`src/hw/lsru_pkg.sv`:
```
// Purpose: shared types and constants of the load/store reorder unit
// Assumes: 32-bit words, 32 general registers, 4-Kbyte pages
// Notes: byte 0 of a memory word is its most significant byte
package lsru_pkg;

    // ----------------------------------------------------------------
    // widths and counts
    // ----------------------------------------------------------------
    localparam int unsigned word_w = 32;
    localparam int unsigned reg_w = 5;
    localparam int unsigned fifo_depth = 8;
    localparam logic [5:0] reg_count = 6'h20;
    localparam logic [4:0] register_zero = 5'h00;
    localparam int unsigned page_lsb = 12;
    localparam logic [1:0] word_lane_mask = 2'h3;
    localparam logic [31:0] zero_word = 32'h0000_0000;
    localparam logic [15:0] zero_half = 16'h0000;
    localparam logic [31:0] word_step = 32'h0000_0004;

    // ----------------------------------------------------------------
    // operations
    // ----------------------------------------------------------------
    typedef enum logic [3:0] {
        op_load_half_swapped = 4'h0,
        op_load_word_swapped = 4'h1,
        op_store_half_swapped = 4'h2,
        op_store_word_swapped = 4'h3,
        op_load_many_words = 4'h4,
        op_store_many_words = 4'h5,
        op_load_string_imm = 4'h6,
        op_load_string_idx = 4'h7,
        op_store_string_imm = 4'h8,
        op_store_string_idx = 4'h9,
        op_fp_load = 4'ha,
        op_fp_store = 4'hb
    } op_t;

    typedef enum logic [1:0] {
        st_idle = 2'h0,
        st_issue = 2'h1,
        st_wait = 2'h2,
        st_done = 2'h3
    } state_t;

    typedef enum logic [1:0] {
        fault_none = 2'h0,
        fault_storage = 2'h1,
        fault_alignment = 2'h2
    } fault_t;

    // request from the pipeline
    typedef struct packed {
        op_t op;
        logic [4:0] base_reg_field;
        logic [4:0] index_reg_field;
        logic [4:0] source_reg_field;
        logic [6:0] byte_count_immediate;
        logic [15:0] displacement;
        logic [31:0] base_value;
        logic [31:0] index_value;
        logic [31:0] source_value;
        logic little_endian;
        logic direct_store_seg;
    } request_t;

    // one word access to memory
    typedef struct packed {
        logic write;
        logic [31:0] addr;
        logic [3:0] byte_en;
        logic [31:0] data;
    } mem_req_t;

    // one register write back to the pipeline
    typedef struct packed {
        logic [4:0] dest;
        logic [31:0] data;
    } reg_wb_t;

endpackage

```
`src/hw/lsru_fifo.sv`:
```
// Purpose: small valid/ready FIFO for register write-back words
// Assumes: depth is a power of two
// Notes: full and empty are exact; one read and one write per cycle
`timescale 1ns/1ns
module lsru_fifo #(
    parameter int unsigned width = 37,
    parameter int unsigned depth = 8
) (
    // clock and reset
    input wire logic clock,
    input wire logic rstn,
    // fill side
    input wire logic in_valid,
    output logic in_ready,
    input wire logic [width-1:0] in_data,
    // drain side
    output logic out_valid,
    input wire logic out_ready,
    output logic [width-1:0] out_data
);
    localparam int unsigned aw = $clog2(depth);

    typedef struct packed {
        logic [aw:0] wr;
        logic [aw:0] rd;
    } fifo_state_t;

    logic [width-1:0] mem [depth];
    fifo_state_t s_r;
    fifo_state_t s_nxt;
    logic push;
    logic pop;

    // ----------------------------------------------------------------
    // pointers
    // ----------------------------------------------------------------
    assign out_valid = s_r.wr != s_r.rd;
    assign in_ready = s_r.wr != {~s_r.rd[aw], s_r.rd[aw-1:0]};
    assign push = in_valid && in_ready;
    assign pop = out_valid && out_ready;
    assign out_data = mem[s_r.rd[aw-1:0]];

    // next pointer values
    always_comb begin
        s_nxt = s_r;
        if (push) begin
            s_nxt.wr = s_r.wr + 1'b1;
        end
        if (pop) begin
            s_nxt.rd = s_r.rd + 1'b1;
        end
    end

    // state and storage
    always_ff @(posedge clock) begin
        if (!rstn) begin
            s_r <= '0;
        end else begin
            s_r <= s_nxt;
        end
        if (push) begin
            mem[s_r.wr[aw-1:0]] <= in_data;
        end
    end
endmodule

```
`src/hw/lsru.sv`:
```
// Purpose: byte-reversed, multiple, string and fp-address load/store unit
// Assumes: memory answers each word access with mem_ack, data in mem_rdata
// Notes: string moves go word by word with byte enables, any alignment
`timescale 1ns/1ns

module lsru (
    // clock and reset
    input wire logic clock,
    input wire logic rstn,
    // request from the pipeline
    input wire logic req_valid,
    output logic req_ready,
    input wire lsru_pkg::request_t req,
    // memory port
    output logic mem_valid,
    output lsru_pkg::mem_req_t mem_req,
    input wire logic mem_ack,
    input wire logic [31:0] mem_rdata,
    input wire logic mem_fault,
    // register write back
    output logic wb_valid,
    input wire logic wb_ready,
    output lsru_pkg::reg_wb_t wb,
    // completion
    output logic done_valid,
    output lsru_pkg::fault_t done_fault,
    output logic [31:0] effective_address
);
    typedef struct packed {
        lsru_pkg::state_t state;
        lsru_pkg::request_t rq;
        logic [31:0] addr;
        logic [6:0] left;
        logic [4:0] reg_ptr;
        logic [1:0] lane;
        logic [31:0] acc;
        logic [31:0] ea;
        logic mem_valid;
        lsru_pkg::mem_req_t mreq;
        logic push;
        lsru_pkg::reg_wb_t push_data;
        logic done;
        lsru_pkg::fault_t fault;
    } core_state_t;

    core_state_t s_r;
    core_state_t s_nxt;
    logic fifo_ready;
    logic [31:0] base_or_zero;
    logic [31:0] new_ea;
    logic [6:0] total;
    logic [2:0] chunk;
    logic [3:0] ben;
    logic [31:0] sdata;
    logic [31:0] rmerge;
    logic [4:0] reg_next;

    // ----------------------------------------------------------------
    // address generation
    // ----------------------------------------------------------------
    // base register or zero
    assign base_or_zero = (req.base_reg_field == lsru_pkg::register_zero)
        ? lsru_pkg::zero_word : req.base_value;

    // effective address per operation
    always_comb begin
        case (req.op)
            lsru_pkg::op_load_string_imm,
            lsru_pkg::op_store_string_imm: begin
                new_ea = base_or_zero;
            end
            lsru_pkg::op_load_many_words, lsru_pkg::op_store_many_words,
            lsru_pkg::op_fp_load, lsru_pkg::op_fp_store: begin
                new_ea = base_or_zero
                    + {{16{req.displacement[15]}}, req.displacement};
            end
            default: begin
                new_ea = base_or_zero + req.index_value;
            end
        endcase
    end

    // byte total per operation
    always_comb begin
        case (req.op)
            lsru_pkg::op_load_many_words, lsru_pkg::op_store_many_words: begin
                total = 7'({(lsru_pkg::reg_count
                    - {1'b0, req.source_reg_field}), 2'b00});
            end
            lsru_pkg::op_load_string_imm,
            lsru_pkg::op_store_string_imm: begin
                total = req.byte_count_immediate;
            end
            lsru_pkg::op_load_string_idx,
            lsru_pkg::op_store_string_idx: begin
                total = req.index_value[6:0];
            end
            default: begin
                total = 7'h00;
            end
        endcase
    end

    // ----------------------------------------------------------------
    // word slicing for multiple and string moves
    // ----------------------------------------------------------------
    // bytes in this memory word, limited by lane, data lane and count
    always_comb begin
        logic [2:0] room_m;
        logic [2:0] room_r;
        room_m = 3'h4 - {1'b0, s_r.addr[1:0]};
        room_r = 3'h4 - {1'b0, s_r.lane};
        chunk = (room_m < room_r) ? room_m : room_r;
        if ({4'h0, chunk} > s_r.left) begin
            chunk = s_r.left[2:0];
        end
        ben = 4'h0;
        sdata = lsru_pkg::zero_word;
        for (int i = 0; i < 4; i++) begin
            if (i >= s_r.addr[1:0] && i < s_r.addr[1:0] + chunk) begin
                ben[3-i] = 1'b1;
                sdata[8*(3-i) +: 8] =
                    s_r.acc[8*(3-(i-s_r.addr[1:0]-0-0+s_r.lane)) +: 8];
            end
        end
        rmerge = s_r.acc;
        for (int i = 0; i < 4; i++) begin
            if (i >= s_r.lane && i < s_r.lane + chunk) begin
                rmerge[8*(3-i) +: 8] =
                    mem_rdata[8*(3-(i-s_r.lane+s_r.addr[1:0])) +: 8];
            end
        end
        reg_next = s_r.reg_ptr + 5'h01;
    end

    // ----------------------------------------------------------------
    // sequencer
    // ----------------------------------------------------------------
    always_comb begin
        logic multi;
        logic is_load;
        logic [2:0] lane_sum;
        s_nxt = s_r;
        s_nxt.push = 1'b0;
        s_nxt.done = 1'b0;
        multi = 1'b0;
        is_load = 1'b0;
        lane_sum = {1'b0, s_r.lane} + chunk;
        case (s_r.state)
            lsru_pkg::st_idle: begin
                if (req_valid) begin
                    s_nxt.rq = req;
                    s_nxt.ea = new_ea;
                    s_nxt.addr = new_ea;
                    s_nxt.left = total;
                    s_nxt.reg_ptr = req.source_reg_field;
                    s_nxt.lane = 2'h0;
                    s_nxt.acc = (req.op == lsru_pkg::op_store_many_words
                        || req.op == lsru_pkg::op_store_string_imm
                        || req.op == lsru_pkg::op_store_string_idx)
                        ? req.source_value : lsru_pkg::zero_word;
                    s_nxt.fault = lsru_pkg::fault_none;
                    s_nxt.state = lsru_pkg::st_issue;
                    multi = req.op >= lsru_pkg::op_load_many_words
                        && req.op <= lsru_pkg::op_store_string_idx;
                    if (multi && req.little_endian) begin
                        s_nxt.fault = lsru_pkg::fault_alignment;
                        s_nxt.state = lsru_pkg::st_done;
                    end
                    if ((req.op == lsru_pkg::op_fp_load
                        || req.op == lsru_pkg::op_fp_store)
                        && req.direct_store_seg) begin
                        s_nxt.fault = lsru_pkg::fault_alignment;
                        s_nxt.state = lsru_pkg::st_done;
                    end
                    if (multi && total == 7'h00) begin
                        s_nxt.state = lsru_pkg::st_done;
                    end
                end
            end
            lsru_pkg::st_issue: begin
                // hold off while a push is in flight or the buffer is full
                s_nxt.mem_valid = fifo_ready && !s_r.push;
                s_nxt.mreq.addr = {s_r.addr[31:2], 2'b00};
                s_nxt.mreq.write = s_r.rq.op == lsru_pkg::op_store_many_words
                    || s_r.rq.op == lsru_pkg::op_store_string_imm
                    || s_r.rq.op == lsru_pkg::op_store_string_idx;
                s_nxt.mreq.byte_en = ben;
                s_nxt.mreq.data = sdata;
                case (s_r.rq.op)
                    lsru_pkg::op_store_half_swapped: begin
                        s_nxt.mreq.byte_en = s_r.addr[1] ? 4'h3 : 4'hc;
                        s_nxt.mreq.data = {2{s_r.rq.source_value[7:0],
                            s_r.rq.source_value[15:8]}};
                        s_nxt.mreq.write = 1'b1;
                    end
                    lsru_pkg::op_store_word_swapped: begin
                        s_nxt.mreq.byte_en = 4'hf;
                        s_nxt.mreq.data = {<<8{s_r.rq.source_value}};
                        s_nxt.mreq.write = 1'b1;
                    end
                    lsru_pkg::op_load_half_swapped,
                    lsru_pkg::op_load_word_swapped,
                    lsru_pkg::op_fp_load: begin
                        s_nxt.mreq.byte_en = 4'hf;
                        s_nxt.mreq.write = 1'b0;
                    end
                    lsru_pkg::op_fp_store: begin
                        s_nxt.mreq.byte_en = 4'hf;
                        s_nxt.mreq.data = s_r.rq.source_value;
                        s_nxt.mreq.write = 1'b1;
                    end
                    default: begin
                    end
                endcase
                s_nxt.state = s_nxt.mem_valid ? lsru_pkg::st_wait
                    : lsru_pkg::st_issue;
            end
            lsru_pkg::st_wait: begin
                is_load = !s_r.mreq.write;
                if (mem_ack) begin
                    s_nxt.mem_valid = 1'b0;
                    s_nxt.state = lsru_pkg::st_done;
                    if (mem_fault) begin
                        s_nxt.fault = lsru_pkg::fault_storage;
                    end else if (s_r.rq.op == lsru_pkg::op_load_half_swapped)
                    begin
                        s_nxt.push = 1'b1;
                        s_nxt.push_data.dest = s_r.rq.source_reg_field;
                        s_nxt.push_data.data = s_r.addr[1]
                            ? {lsru_pkg::zero_half, mem_rdata[7:0],
                               mem_rdata[15:8]}
                            : {lsru_pkg::zero_half, mem_rdata[23:16],
                               mem_rdata[31:24]};
                    end else if (s_r.rq.op == lsru_pkg::op_load_word_swapped)
                    begin
                        s_nxt.push = 1'b1;
                        s_nxt.push_data.dest = s_r.rq.source_reg_field;
                        s_nxt.push_data.data = {<<8{mem_rdata}};
                    end else if (s_r.rq.op >= lsru_pkg::op_load_many_words
                        && s_r.rq.op <= lsru_pkg::op_store_string_idx) begin
                        s_nxt.addr = s_r.addr + {29'h0, chunk};
                        s_nxt.left = s_r.left - {4'h0, chunk};
                        s_nxt.lane = lane_sum[1:0];
                        s_nxt.acc = is_load ? rmerge : s_r.acc;
                        if (is_load && (lane_sum[2] || s_r.left == {4'h0,
                            chunk})) begin
                            s_nxt.push = 1'b1;
                            s_nxt.push_data.dest = s_r.reg_ptr;
                            s_nxt.push_data.data = rmerge;
                            s_nxt.acc = lsru_pkg::zero_word;
                        end
                        if (lane_sum[2]) begin
                            s_nxt.reg_ptr = reg_next; // wraps to zero
                            if (!is_load) begin
                                s_nxt.acc = s_r.rq.source_value; // see note
                            end
                        end
                        if (s_r.left != {4'h0, chunk}) begin
                            s_nxt.state = lsru_pkg::st_issue;
                        end
                    end
                end
            end
            lsru_pkg::st_done: begin
                s_nxt.done = 1'b1;
                s_nxt.state = lsru_pkg::st_idle;
            end
            default: begin
                s_nxt.state = lsru_pkg::st_idle;
            end
        endcase
    end

    // state register
    always_ff @(posedge clock) begin
        if (!rstn) begin
            s_r <= '0;
        end else begin
            s_r <= s_nxt;
        end
    end

    // ----------------------------------------------------------------
    // write-back buffer
    // ----------------------------------------------------------------
    lsru_fifo #(.width($bits(lsru_pkg::reg_wb_t)), .depth(lsru_pkg::fifo_depth))
    u_fifo (
        .clock(clock),
        .rstn(rstn),
        .in_valid(s_r.push),
        .in_ready(fifo_ready),
        .in_data(s_r.push_data),
        .out_valid(wb_valid),
        .out_ready(wb_ready),
        .out_data(wb)
    );

    assign req_ready = s_r.state == lsru_pkg::st_idle;
    assign mem_valid = s_r.mem_valid;
    assign mem_req = s_r.mreq;
    assign done_valid = s_r.done;
    assign done_fault = s_r.fault;
    assign effective_address = s_r.ea;
endmodule

```
`config.mk`:
```
export PLATFORM = sky130hd
export DESIGN_NAME = lsru
export DESIGN_NICKNAME = d
export VERILOG_FILES = /design/src/hw/lsru_pkg.sv /design/src/hw/lsru_fifo.sv /design/src/hw/lsru.sv
export SDC_FILE = /design/constraint.sdc
export NUM_CORES = 1
export LEC_CHECK = 0
export ABC_AREA = 0
export BUFFER_PORTS_ARGS = -buffer_cell sky130_fd_sc_hd__buf_4
export CAP_MARGIN = 5
export CORE_MARGIN = 3
export CORE_UTILIZATION = 40
export DETAILED_ROUTE_END_ITERATION = 8
export SLEW_MARGIN = 20
export SYNTH_ARGS = -nofsm -noshare
export SYNTH_HDL_FRONTEND = slang
export SYNTH_SLANG_ARGS = --single-unit
```
`constraint.sdc`:
```
create_clock -name clock -period 6.1 [get_ports clock]
set_clock_uncertainty 0.15 [all_clocks]
set_input_delay 0.915 -clock clock [delete_from_list [all_inputs] [get_ports clock]]
set_output_delay 0.915 -clock clock [all_outputs]
set_load 0.01 [all_outputs]
```
==> impl_results.md, run 1 <==
* Outcome: complete, no violations
* Area post-placement at 33,800 um^2
* Port buffer count at 314
* Post-CTS resize count at 0
* Clock root buffer: clkbuf_16
* RSZ-0062 raised after global routing: no
* Final instance area at 35,860 um^2
* Synth-to-Final Area Change at 15.98%
* Seq. cell area at 14,360 um^2
* Worst hold path depth at 2
* Vias at 24,580
* Post-synth top area cell: edfxtp_1
* Worst-path maximum fanout at 24
* Yosys reg bits at 569
* Area share of the largest cell type after synthesis at 28.74%
* Fin. max-slew vios at 0
* Largest family of logic cells by synthesized area: compound AO/OA/AOI/OAI gates
* Drt wl/cell at 24.98 um
* CTS tree: built
* Postcts setup bufs at 0
* Synth Area in XOR/XNOR at 1.606%
* Adder-cell share of the synthesized area at 3.698%
* Final min period at 5.567 ns
* R2R depth at 21
* Hold_buf cts at 0
* I/O pins at 322
* WP data arrival at 5.94 ns
* Largest net degree at the start of global routing at 80
* CTS sink count at 569
* Core Area at 76,200 um^2
* # H-tree levels at 2
* Initial Util at 40.58%
* Peak VDD IR at 0.0002343 V
* Remaining DRCs at 0
* Vias/cell at 5.950
* Area of the multi-input gates at 14,930 um^2
* Critical Path End Type: register
* Fin. Hold Viols at 0
* Detailed Place HPWL at 72.91 mm
* Worst min path class: register to register
* Req. time, crit path at 6.47 ns
* Yosys warns at 0
* Syn Std Cell Area at 30,920 um^2
* Startpoint Class: register
* Routed wire length at 103.2 mm
* Initial antenna violation count at 6
* Die height at 284.0 um
* Fmax at 179.6 MHz
* Final setup violation count at 0
* Leakage at 13.08 nW
* Sum of negative setup slack at 0 ns
* Cell variety after synth at 89
* DR pass1 iterations at 9
* GPL Wtd Cong at 0.9348
* Worst-path clk slew at 0.08 ns
* Final nets at 3,313
* Switch Pwr at 5.073 mW
* Pwr dens at 375.9 nW/um^2
* Die width at 284.0 um
* Post-synthesis compound-gate area fraction at 16.65%
* CTS max path bufs at 3
* Clock buffer count from CTS at 61
* Maxcap violations at 0
* Max-slew headroom at 27.99%
* Gr usage total at 24.82%
* Tightest Pin Transition at 1.078 ns
* Clock power frac at 28.0%
* Sequential area share after synthesis at 46.42%
* Sw Share at 37.63%
* Post-route ant nets at 0
* Vias in the first global route at 24,330
* First-pass GRT wire length at 154.5 mm
* Top_reg_cell synth: edfxtp_1
* Async set-reset flop share out of synthesis at 0%
* Fillers at 7,016
* Comb power frac at 37.6%
* Area contributors post-synth: edfxtp_1 (29%), dfxtp_1 (18%), mux4_2 (10%), a21oi_1 (4.0%), nand2_1 (3.7%)
* Internal Power at 8.409 mW
* DRT iter0 DRCs at 2,636
* Most common cell in the synthesized netlist: nand2_1
* Post-synth EDFFs at 296
* Cell Rows at 101
* Mux cell area share after synthesis at 14.22%
* Worst-Skew Late Latency at 0.65 ns
* Simple-Gate Fraction of Synth Area at 11.59%
* Synth cell count leaders: nand2_1 (307), edfxtp_1 (296), dfxtp_1 (273)
* Design Power at 13.48 mW
* Gr ovfl total at 0
* Fin crit share at 91.26%
* Share of layout cells above drive strength 1 at 23.94%
* Worst setup path class: register to register
* Die ar. at 80,680 um^2
* Seq pwr share at 34.4%
* Synth Instances at 2,892
* Synth Area per Inst at 10.69 um^2
## critical path: stages (launching register included)
cell and delay [ns]:
dfxtp_1 0.33, inv_1 0.10, ha_1 0.34, inv_1 0.07, maj3_1 0.33, a21o_1 0.21, o21ai_0 0.27, ha_1 0.30
nor2b_1 0.13, o21a_1 0.16, o21a_1 0.22, mux2i_1 0.16, ha_1 0.23, fa_1 0.65, nand2_1 0.18, nand2b_1 0.10
mux2i_1 0.10, a311oi_4 0.30, buf_4 0.36, nand4_1 0.18, o2111a_1 0.20, a2111oi_0 0.38
## path summary, 6_finish.rpt
kind	slack [ns]	endpoint	startpoint
setup reg to reg	0.53	s_r[155]	s_r[175]
hold / removal	0.31	s_r[345]	s_r[345]
hold reg to reg	0.31	s_r[345]	s_r[345]
setup / recovery	0.53	s_r[155]	s_r[175]
## area by class of cell
| type | count | area share (%) |
|---|---|---|
| well taps | 1030 | 3.593 |
| flip-flops and latches | 569 | 40.04 |
| diodes | 2 | 0.01395 |
| clock inverters | 33 | 1.169 |
| inverters | 69 | 0.7291 |
| multi-input cells | 1957 | 41.62 |
| clock buffers | 78 | 4.546 |
| repair buffers | 393 | 8.296 |
## power groups by stage
stage	clock [mW]	combinational [mW]	sequential, mW
5_1_grt	3.99	5.41	4.66
3_3_place_gp	0	4.90	4.68
3_5_place_dp	0	4.94	4.69
6_report	3.78	5.06	4.64
4_1_cts	3.85	4.98	4.61
2_1_floorplan	0	3.37	4.52
## metal layers
layer	track usage (%)	share of wire [%]	vias to the layer above
li1	-	-	11140
met1	31.84	40	12100
met2	41.74	48	1123
met3	4.699	7.8	208
met4	9.285	3.9	8
met5	0	0.050	-
## cells in the final DEF (no fill, tap or decap), types with 25 or more instances in the layout
master / count
clkbuf_16: 61
nand3_1: 79
a21oi_1: 248
o21ai_0: 178
and2_1: 35
mux2i_1: 64
mux4_2: 137
nor2b_1: 47
nor2_1: 141
edfxtp_1: 296
nor3_1: 35
xor2_1: 26
a21o_1: 32
inv_1: 66
dfxtp_1: 271
a221oi_1: 49
mux2_2: 54
ha_1: 72
nand2_1: 306
xnor2_1: 27
buf_4: 391
a211oi_1: 25
## kinds of logic after synthesis
| kind of cell | Yosys count |
|---|---|
| AO/OA/AOI/OAI | 788 |
| AND/OR/NAND/NOR | 769 |
| flip-flops | 569 |
| buffers and inverters | 367 |
| multiplexers | 258 |
| adder cells (fa/ha/maj) | 85 |
| XOR/XNOR | 55 |
| other | 1 |
## registers in the layout (all words and copies together), names as in the netlist, named ones only
| name | count |
|---|---|
| u_fifo.mem | 296 |
| s_r | 159 |
| mem_req | 67 |
| effective_address | 32 |
| u_fifo.s_r | 8 |
| done_fault | 2 |
| done_valid | 1 |
| mem_valid | 1 |
## through the flow
step           std cells  setup WS [ns]  util [%]  hold WS (ns)
6_report            4131         0.5333     47.07        0.3082
5_1_grt             4130         0.1531     47.06        0.3253
4_1_cts             4129         0.4148     47.05        0.3067
3_5_place_dp        4018         0.4418     44.36        0.2986
3_3_place_gp        4018         0.4717     44.35        0.2988
2_1_floorplan       2893         0.4813         -        0.2844
No activity file was read; power rests on OpenSTA's default activity.
==> run 2, diff against run 1 <==
--- a/config.mk
+++ b/config.mk
@@ -6,11 +6,12 @@
 export NUM_CORES = 1
 export LEC_CHECK = 0
 export ABC_AREA = 0
-export BUFFER_PORTS_ARGS = -buffer_cell sky130_fd_sc_hd__buf_4
 export CAP_MARGIN = 5
-export CORE_MARGIN = 3
+export CORE_MARGIN = 1.5
 export CORE_UTILIZATION = 40
 export DETAILED_ROUTE_END_ITERATION = 8
+export DONT_BUFFER_PORTS = 1
+export RECOVER_POWER = 100
 export SLEW_MARGIN = 20
 export SYNTH_ARGS = -nofsm -noshare
 export SYNTH_HDL_FRONTEND = slang
==> impl_results.md, run 2 (synthesis gave the netlist of run 1 again) <==
* Critical Path End Type: register
* Max-slew headroom at -119.1%
* Setup crit end: s_r[33]
* Crit path from: s_r[175]
* Fin. max-slew vios at 476
* Reg2reg end: s_r[33]
* DR pass1 iterations at 6
* Final nets at 2,991
* CTS sink count at 569
* Routed wire length at 101.0 mm
* Worst min path class: input pin to register
* Sum of negative setup slack at 0 ns
* Maxcap violations at 12
* Commonest non-fill, non-tap cells in the layout: nand2_1 (306), edfxtp_1 (296), dfxtp_1 (272)
* First-pass GRT wire length at 148.8 mm
* R2R Path Start: s_r[175]
* Clock buffer count from CTS at 61
* Area of the multi-input gates at 14,840 um^2
* Port buffer count at 0
* Initial Util at 40.58%
* Worst setup margin at 0.3923 ns
* Req. time, crit path at 6.48 ns
* Startpoint Class: register
* Final min period at 5.708 ns
* Fin crit share at 93.57%
* Seq. cell area at 14,360 um^2
* Hold_buf cts at 0
* Leakage at 11.42 nW
* Remaining DRCs at 0
* DRT iter0 DRCs at 2,018
* Cell Rows at 101
* Largest net degree at the start of global routing at 122
* Vias at 23,560
* Fin util at 43.79%
* Die ar. at 78,980 um^2
* Peak VDD IR at 0.0002857 V
* Final instance area at 33,370 um^2
* Fin. Hold Viols at 0
* Final setup violation count at 0
* Pwr dens at 396.3 nW/um^2
* Drt wl/cell at 26.50 um
* Vias/cell at 6.179
* Max reg flops at 296
* Worst-path maximum fanout at 8
* Tightest Pin Transition at 3.286 ns
* Die height at 281.0 um
* Gr ovfl total at 0
* Detailed Place HPWL at 70.06 mm
* CTS max path bufs at 3
* I/O pins at 322
* Worst setup path class: register to register
* # H-tree levels at 2
* Clock root buffer: clkbuf_16
* Fillers at 7,124
* Worst R2R Setup Slack at 0.39 ns
* Vias in the first global route at 22,750
* Die width at 281.0 um
* Fmax at 175.2 MHz
* Place WS at 0.4137 ns
* Area post-placement at 31,390 um^2
* Worst-Skew Late Latency at 0.68 ns
* Core Area at 76,200 um^2
* Initial antenna violation count at 3
* Hold path startpoint: mem_rdata[10]
* Violated checks: capacitance limit, slew limit
* Share of layout cells above drive strength 1 at 12.66%
* Post-route ant nets at 0
* Gr usage total at 25.01%
* GPL Wtd Cong at 0.9504
* Worst-path clk slew at 0.06 ns
* RSZ-0062 raised after global routing: no
* WP data arrival at 6.09 ns
* Commonest non-fill, non-tap cell in the layout: nand2_1
* CTS tree: built
* Synth-to-Final Area Change at 7.915%
* R2R depth at 20
* Outcome: finished, violations left
## run 2: through the flow
step,total power [mW],hold slack [ns],instances
finish,13.22,0.2040,3812
global route,13.78,0.1984,3812
CTS,13.29,0.1913,3811
detailed placement,9.343,0.2969,3696
global placement,9.284,0.2964,3696
floorplan,7.888,0.2844,2893
## run 2: worst max-delay path, cell delays in order (launching register included)
cell      delay, ns
dfxtp_1        0.33
inv_1          0.10
ha_1           0.34
inv_1          0.07
maj3_1         0.32
a21o_1         0.22
o21ai_0        0.27
ha_1           0.31
nor2b_1        0.14
o21a_1         0.16
o21a_1         0.21
mux2i_1        0.32
ha_1           0.26
fa_1           0.38
inv_1          0.10
a211oi_1       0.23
buf_4          0.18
mux2i_1        0.13
o31ai_4        0.53
mux2i_1        0.69
o211ai_1       0.18
## run 2: report_power, final
part | switching, mW | leakage [nW] | total [mW] | internal (mW)
Clock | 1.63 | 1.04 | 3.93 | 2.31
Sequential | 0.440 | 4.82 | 4.70 | 4.26
Combinational | 2.88 | 5.56 | 4.59 | 1.71
Total | 4.95 | 11.4 | 13.2 | 8.27
## run 2: repair_timing
| action | in CTS | in global routing |
|---|---|---|
| resized for setup | 0 | 1 |
| endpoints found under the setup margin | 0 | 1 |
| setup buffers | 0 | 0 |
| hold endpoints to repair | 0 | 0 |
## run 2: layer usage
layer | global-route usage, % | share of wire (%)
met1 | 31.06 | 39
met5 | 0 | 0.017
met4 | 9.757 | 4.2
met2 | 41.35 | 48
met3 | 6.634 | 8.7
## run 2: how the worst min path moves through the flow
stage / endpoint / cells past startpoint
final: s_r[21] / 2
after global routing: s_r[254] / 2
after CTS: s_r[21] / 2
after detailed placement: s_r[346] / 2
after global placement: s_r[346] / 2
after floorplan: effective_address[30] / 2
## run 2: area by class of cell
class	instances	area share (%)
diodes	1	0.007499
clock buffers	89	5.369
clock inverters	26	1.136
inverters	69	0.7837
multi-input cells	1957	44.47
flip-flops and latches	569	43.03
well taps	1030	3.862
repair buffers	71	1.346
==> run 3, diff against run 2 <==
--- a/config.mk
+++ b/config.mk
@@ -8,11 +8,12 @@
 export ABC_AREA = 0
 export CAP_MARGIN = 5
 export CORE_MARGIN = 1.5
-export CORE_UTILIZATION = 40
+export CORE_UTILIZATION = 25
 export DETAILED_ROUTE_END_ITERATION = 8
 export DONT_BUFFER_PORTS = 1
 export RECOVER_POWER = 100
 export SLEW_MARGIN = 20
 export SYNTH_ARGS = -nofsm -noshare
 export SYNTH_HDL_FRONTEND = slang
+export SYNTH_HIERARCHICAL = 1
 export SYNTH_SLANG_ARGS = --single-unit
==> impl_results.md, run 3 <==
* Outcome: finished, violations left
* Violated checks: capacitance limit, slew limit
* Synth cell count leaders: nand2_1 (338), edfxtp_1 (296), a21oi_1 (283)
* Vias at 22,800
* Simple-Gate Fraction of Synth Area at 11.17%
* Max-slew headroom at -143.6%
* Final hold slack at 0.2308 ns
* Async set-reset flop share out of synthesis at 0%
* Seq pwr share at 34.2%
* Synth Area in XOR/XNOR at 1.704%
* Fin. Hold Viols at 0
* Maxcap violations at 15
* Worst min path class: input pin to register
* Final min period at 5.781 ns
* Hold path startpoint: req_valid
* Yosys reg bits at 569
* Fillers at 12,670
* Cell variety after synth at 86
* Synth Instances at 2,886
* Req. time, crit path at 6.52 ns
* Ant. Diodes at 0
* Worst-path clk slew at 0.06 ns
* Cell Rows at 128
* Gr usage total at 15.93%
* Min-Delay Endpoint: s_r[199]
* Initial Util at 25.27%
* Clock root buffer: clkbuf_16
* DR pass1 iterations at 6
* Vias/cell at 5.191
* Max reg flops at 296
* DRT iter0 DRCs at 2,465
* Final nets at 2,975
* Sum of negative setup slack at 0 ns
* Reg2reg end: s_r[165]
* CTS tree: built
* Yosys warns at 6
* Worst R2R Setup Slack at 0.32 ns
* GPL Wtd Cong at 0.8799
* Clock power frac at 28.8%
* Peak VDD IR at 0.0002743 V
* Syn Std Cell Area at 30,840 um^2
* Area share of the largest cell type after synthesis at 28.82%
* Synth-to-Final Area Change at 10.35%
* Tightest Pin Transition at 3.654 ns
* Die ar. at 125,500 um^2
* Postcts setup bufs at 0
* Adder-cell share of the synthesized area at 3.741%
* Largest net degree at the start of global routing at 127
* Worst hold path depth at 1
* Switch Pwr at 5.605 mW
* R2R depth at 22
* Share of layout cells above drive strength 1 at 13.05%
* Die width at 354.2 um
* Commonest non-fill, non-tap cells in the layout: nand2_1 (338), edfxtp_1 (296), a21oi_1 (283)
* Worst-path maximum fanout at 25
* RSZ-0062 raised after global routing: no
* Die height at 354.2 um
* Post-synth EDFFs at 296
* # H-tree levels at 3
* Clock buffer count from CTS at 68
* Commonest non-fill, non-tap cell in the layout: nand2_1
* R2R Path Start: s_r[175]
* Port buffer count at 0
* Final setup violation count at 0
* Routed wire length at 103.4 mm
* Pwr dens at 422.6 nW/um^2
* Fmax at 173.0 MHz
* Most common cell in the synthesized netlist: nand2_1
* Remaining DRCs at 0
* Area contributors post-synth: edfxtp_1 (29%), dfxtp_1 (18%), mux4_2 (10%), a21oi_1 (4.6%), nand2_1 (4.1%)
* GR Util met3 at 5.193%
* Synth Area per Inst at 10.69 um^2
* Worst-Skew Late Latency at 0.66 ns
* Comb power frac at 37.0%
* Top_reg_cell synth: edfxtp_1
* Fin crit share at 94.78%
* Detailed Place HPWL at 73.06 mm
* GR Util met2 at 25.53%
* Largest family of logic cells by synthesized area: compound AO/OA/AOI/OAI gates
* Vias in the first global route at 21,460
* Initial antenna violation count at 7
* Post-route ant nets at 0
* CTS sink count at 569
* Global route hottest layer: met2
* Drt wl/cell at 23.55 um
* CTS max path bufs at 3
* Post-synth top area cell: edfxtp_1
* Mux cell area share after synthesis at 14.69%
* Sw Share at 38.98%
* Startpoint Class: register
* Worst setup path class: register to register
* Fin. max-slew vios at 637
* Internal Power at 8.774 mW
* Sequential area share after synthesis at 46.55%
* Core Area at 122,000 um^2
* I/O pins at 322
* Met1 usage at 20.40%
* Post-synthesis compound-gate area fraction at 16.25%
* First-pass GRT wire length at 150.6 mm
* Leakage at 11.52 nW
* Design Power at 14.38 mW
* WP data arrival at 6.20 ns
* Critical Path End Type: register
* Gr ovfl total at 0
run 3: cell count changes after synthesis, sizes merged, moves of 14 or more:
cell / change
a21oi: +34
nand3: -23
o21ai: +22
a22o: +15
nand2: +32
a21o: +18
a221o: -16
o31ai: -17
mux2i: +17
nor2: -14
run 3: routing by layer:
layer | share of wire (%) | vias up | wire length (um)
li1 | - | 10340 | -
met1 | 41 | 11370 | 42880
met2 | 46 | 920 | 48080
met3 | 9.2 | 156 | 9507
met4 | 2.8 | 10 | 2888
met5 | 0.065 | - | 67
run 3: stage by stage:
step / setup WS (ns) / utilization [%] / std cells / area, um^2
2_1_floorplan: 0.5491 / - / 2887 / 30840
3_3_place_gp: 0.08288 / 26.10 / 4267 / 31850
3_5_place_dp: 0.1392 / 26.10 / 4267 / 31850
4_1_cts: 0.1177 / 27.99 / 4391 / 34160
5_1_grt: 0.05685 / 27.88 / 4391 / 34030
6_report: 0.3187 / 27.88 / 4391 / 34030
run 3: power groups by stage:
| stage | Sequential (mW) | Clock, mW | Combinational (mW) |
|---|---|---|---|
| after detailed placement | 5.00 | 0 | 5.31 |
| after global placement | 4.99 | 0 | 5.30 |
| after global routing | 4.98 | 4.39 | 5.76 |
| after floorplan | 4.64 | 0 | 4.14 |
| after CTS | 4.92 | 4.24 | 5.35 |
| final | 4.92 | 4.14 | 5.32 |
run 3: repair_timing:
action	CTS	global route
resized for setup	0	3
endpoints found under the setup margin	0	11
hold buffers	0	0
run 3: worst max path at each step:
| stage | to | slack [ns] | startpoint | depth (start not counted) |
|---|---|---|---|---|
| 6_report | s_r[165] | 0.32 | s_r[175] | 22 |
| 5_1_grt | wb[13] | 0.06 | register | 3 |
| 3_3_place_gp | s_r[174] | 0.08 | s_r[189] | 22 |
| 3_5_place_dp | s_r[174] | 0.14 | s_r[175] | 22 |
| 2_1_floorplan | s_r[34] | 0.55 | s_r[176] | 24 |
| 4_1_cts | s_r[169] | 0.12 | s_r[175] | 22 |
run 3: worst max-delay path, stage by stage, from the launching register on:
cell      delay [ns]
dfxtp_1         0.41
inv_1           0.08
ha_1            0.23
inv_1           0.12
ha_1            0.24
a21oi_1         0.24
nand2_1         0.08
o21ai_0         0.14
ha_1            0.31
nor2b_1         0.13
o21ai_0         0.20
a21o_1          0.24
mux2i_1         0.17
ha_1            0.26
fa_1            0.41
buf_4           0.18
or2_2           0.29
a211oi_1        0.31
nor2_1          0.15
or2_2           0.53
o21ai_0         0.51
o211ai_1        0.16
a21oi_1         0.16
run 3: cell families after synthesis:
group | after synthesis
AO/OA/AOI/OAI | 804
AND/OR/NAND/NOR | 736
flip-flops | 569
buffers and inverters | 358
multiplexers | 273
adder cells (fa/ha/maj) | 85
XOR/XNOR | 60
other | 1
run 3: layout make-up:
cell class,instances,area (um^2),share of cell area (%)
well taps,1625,2033,5.975
clock buffers,87,1843,5.416
inverters,54,202.7,0.5957
repair buffers,59,362.8,1.066
flip-flops and latches,569,14360,42.18
clock inverters,37,466.7,1.371
multi-input cells,1960,14770,43.39
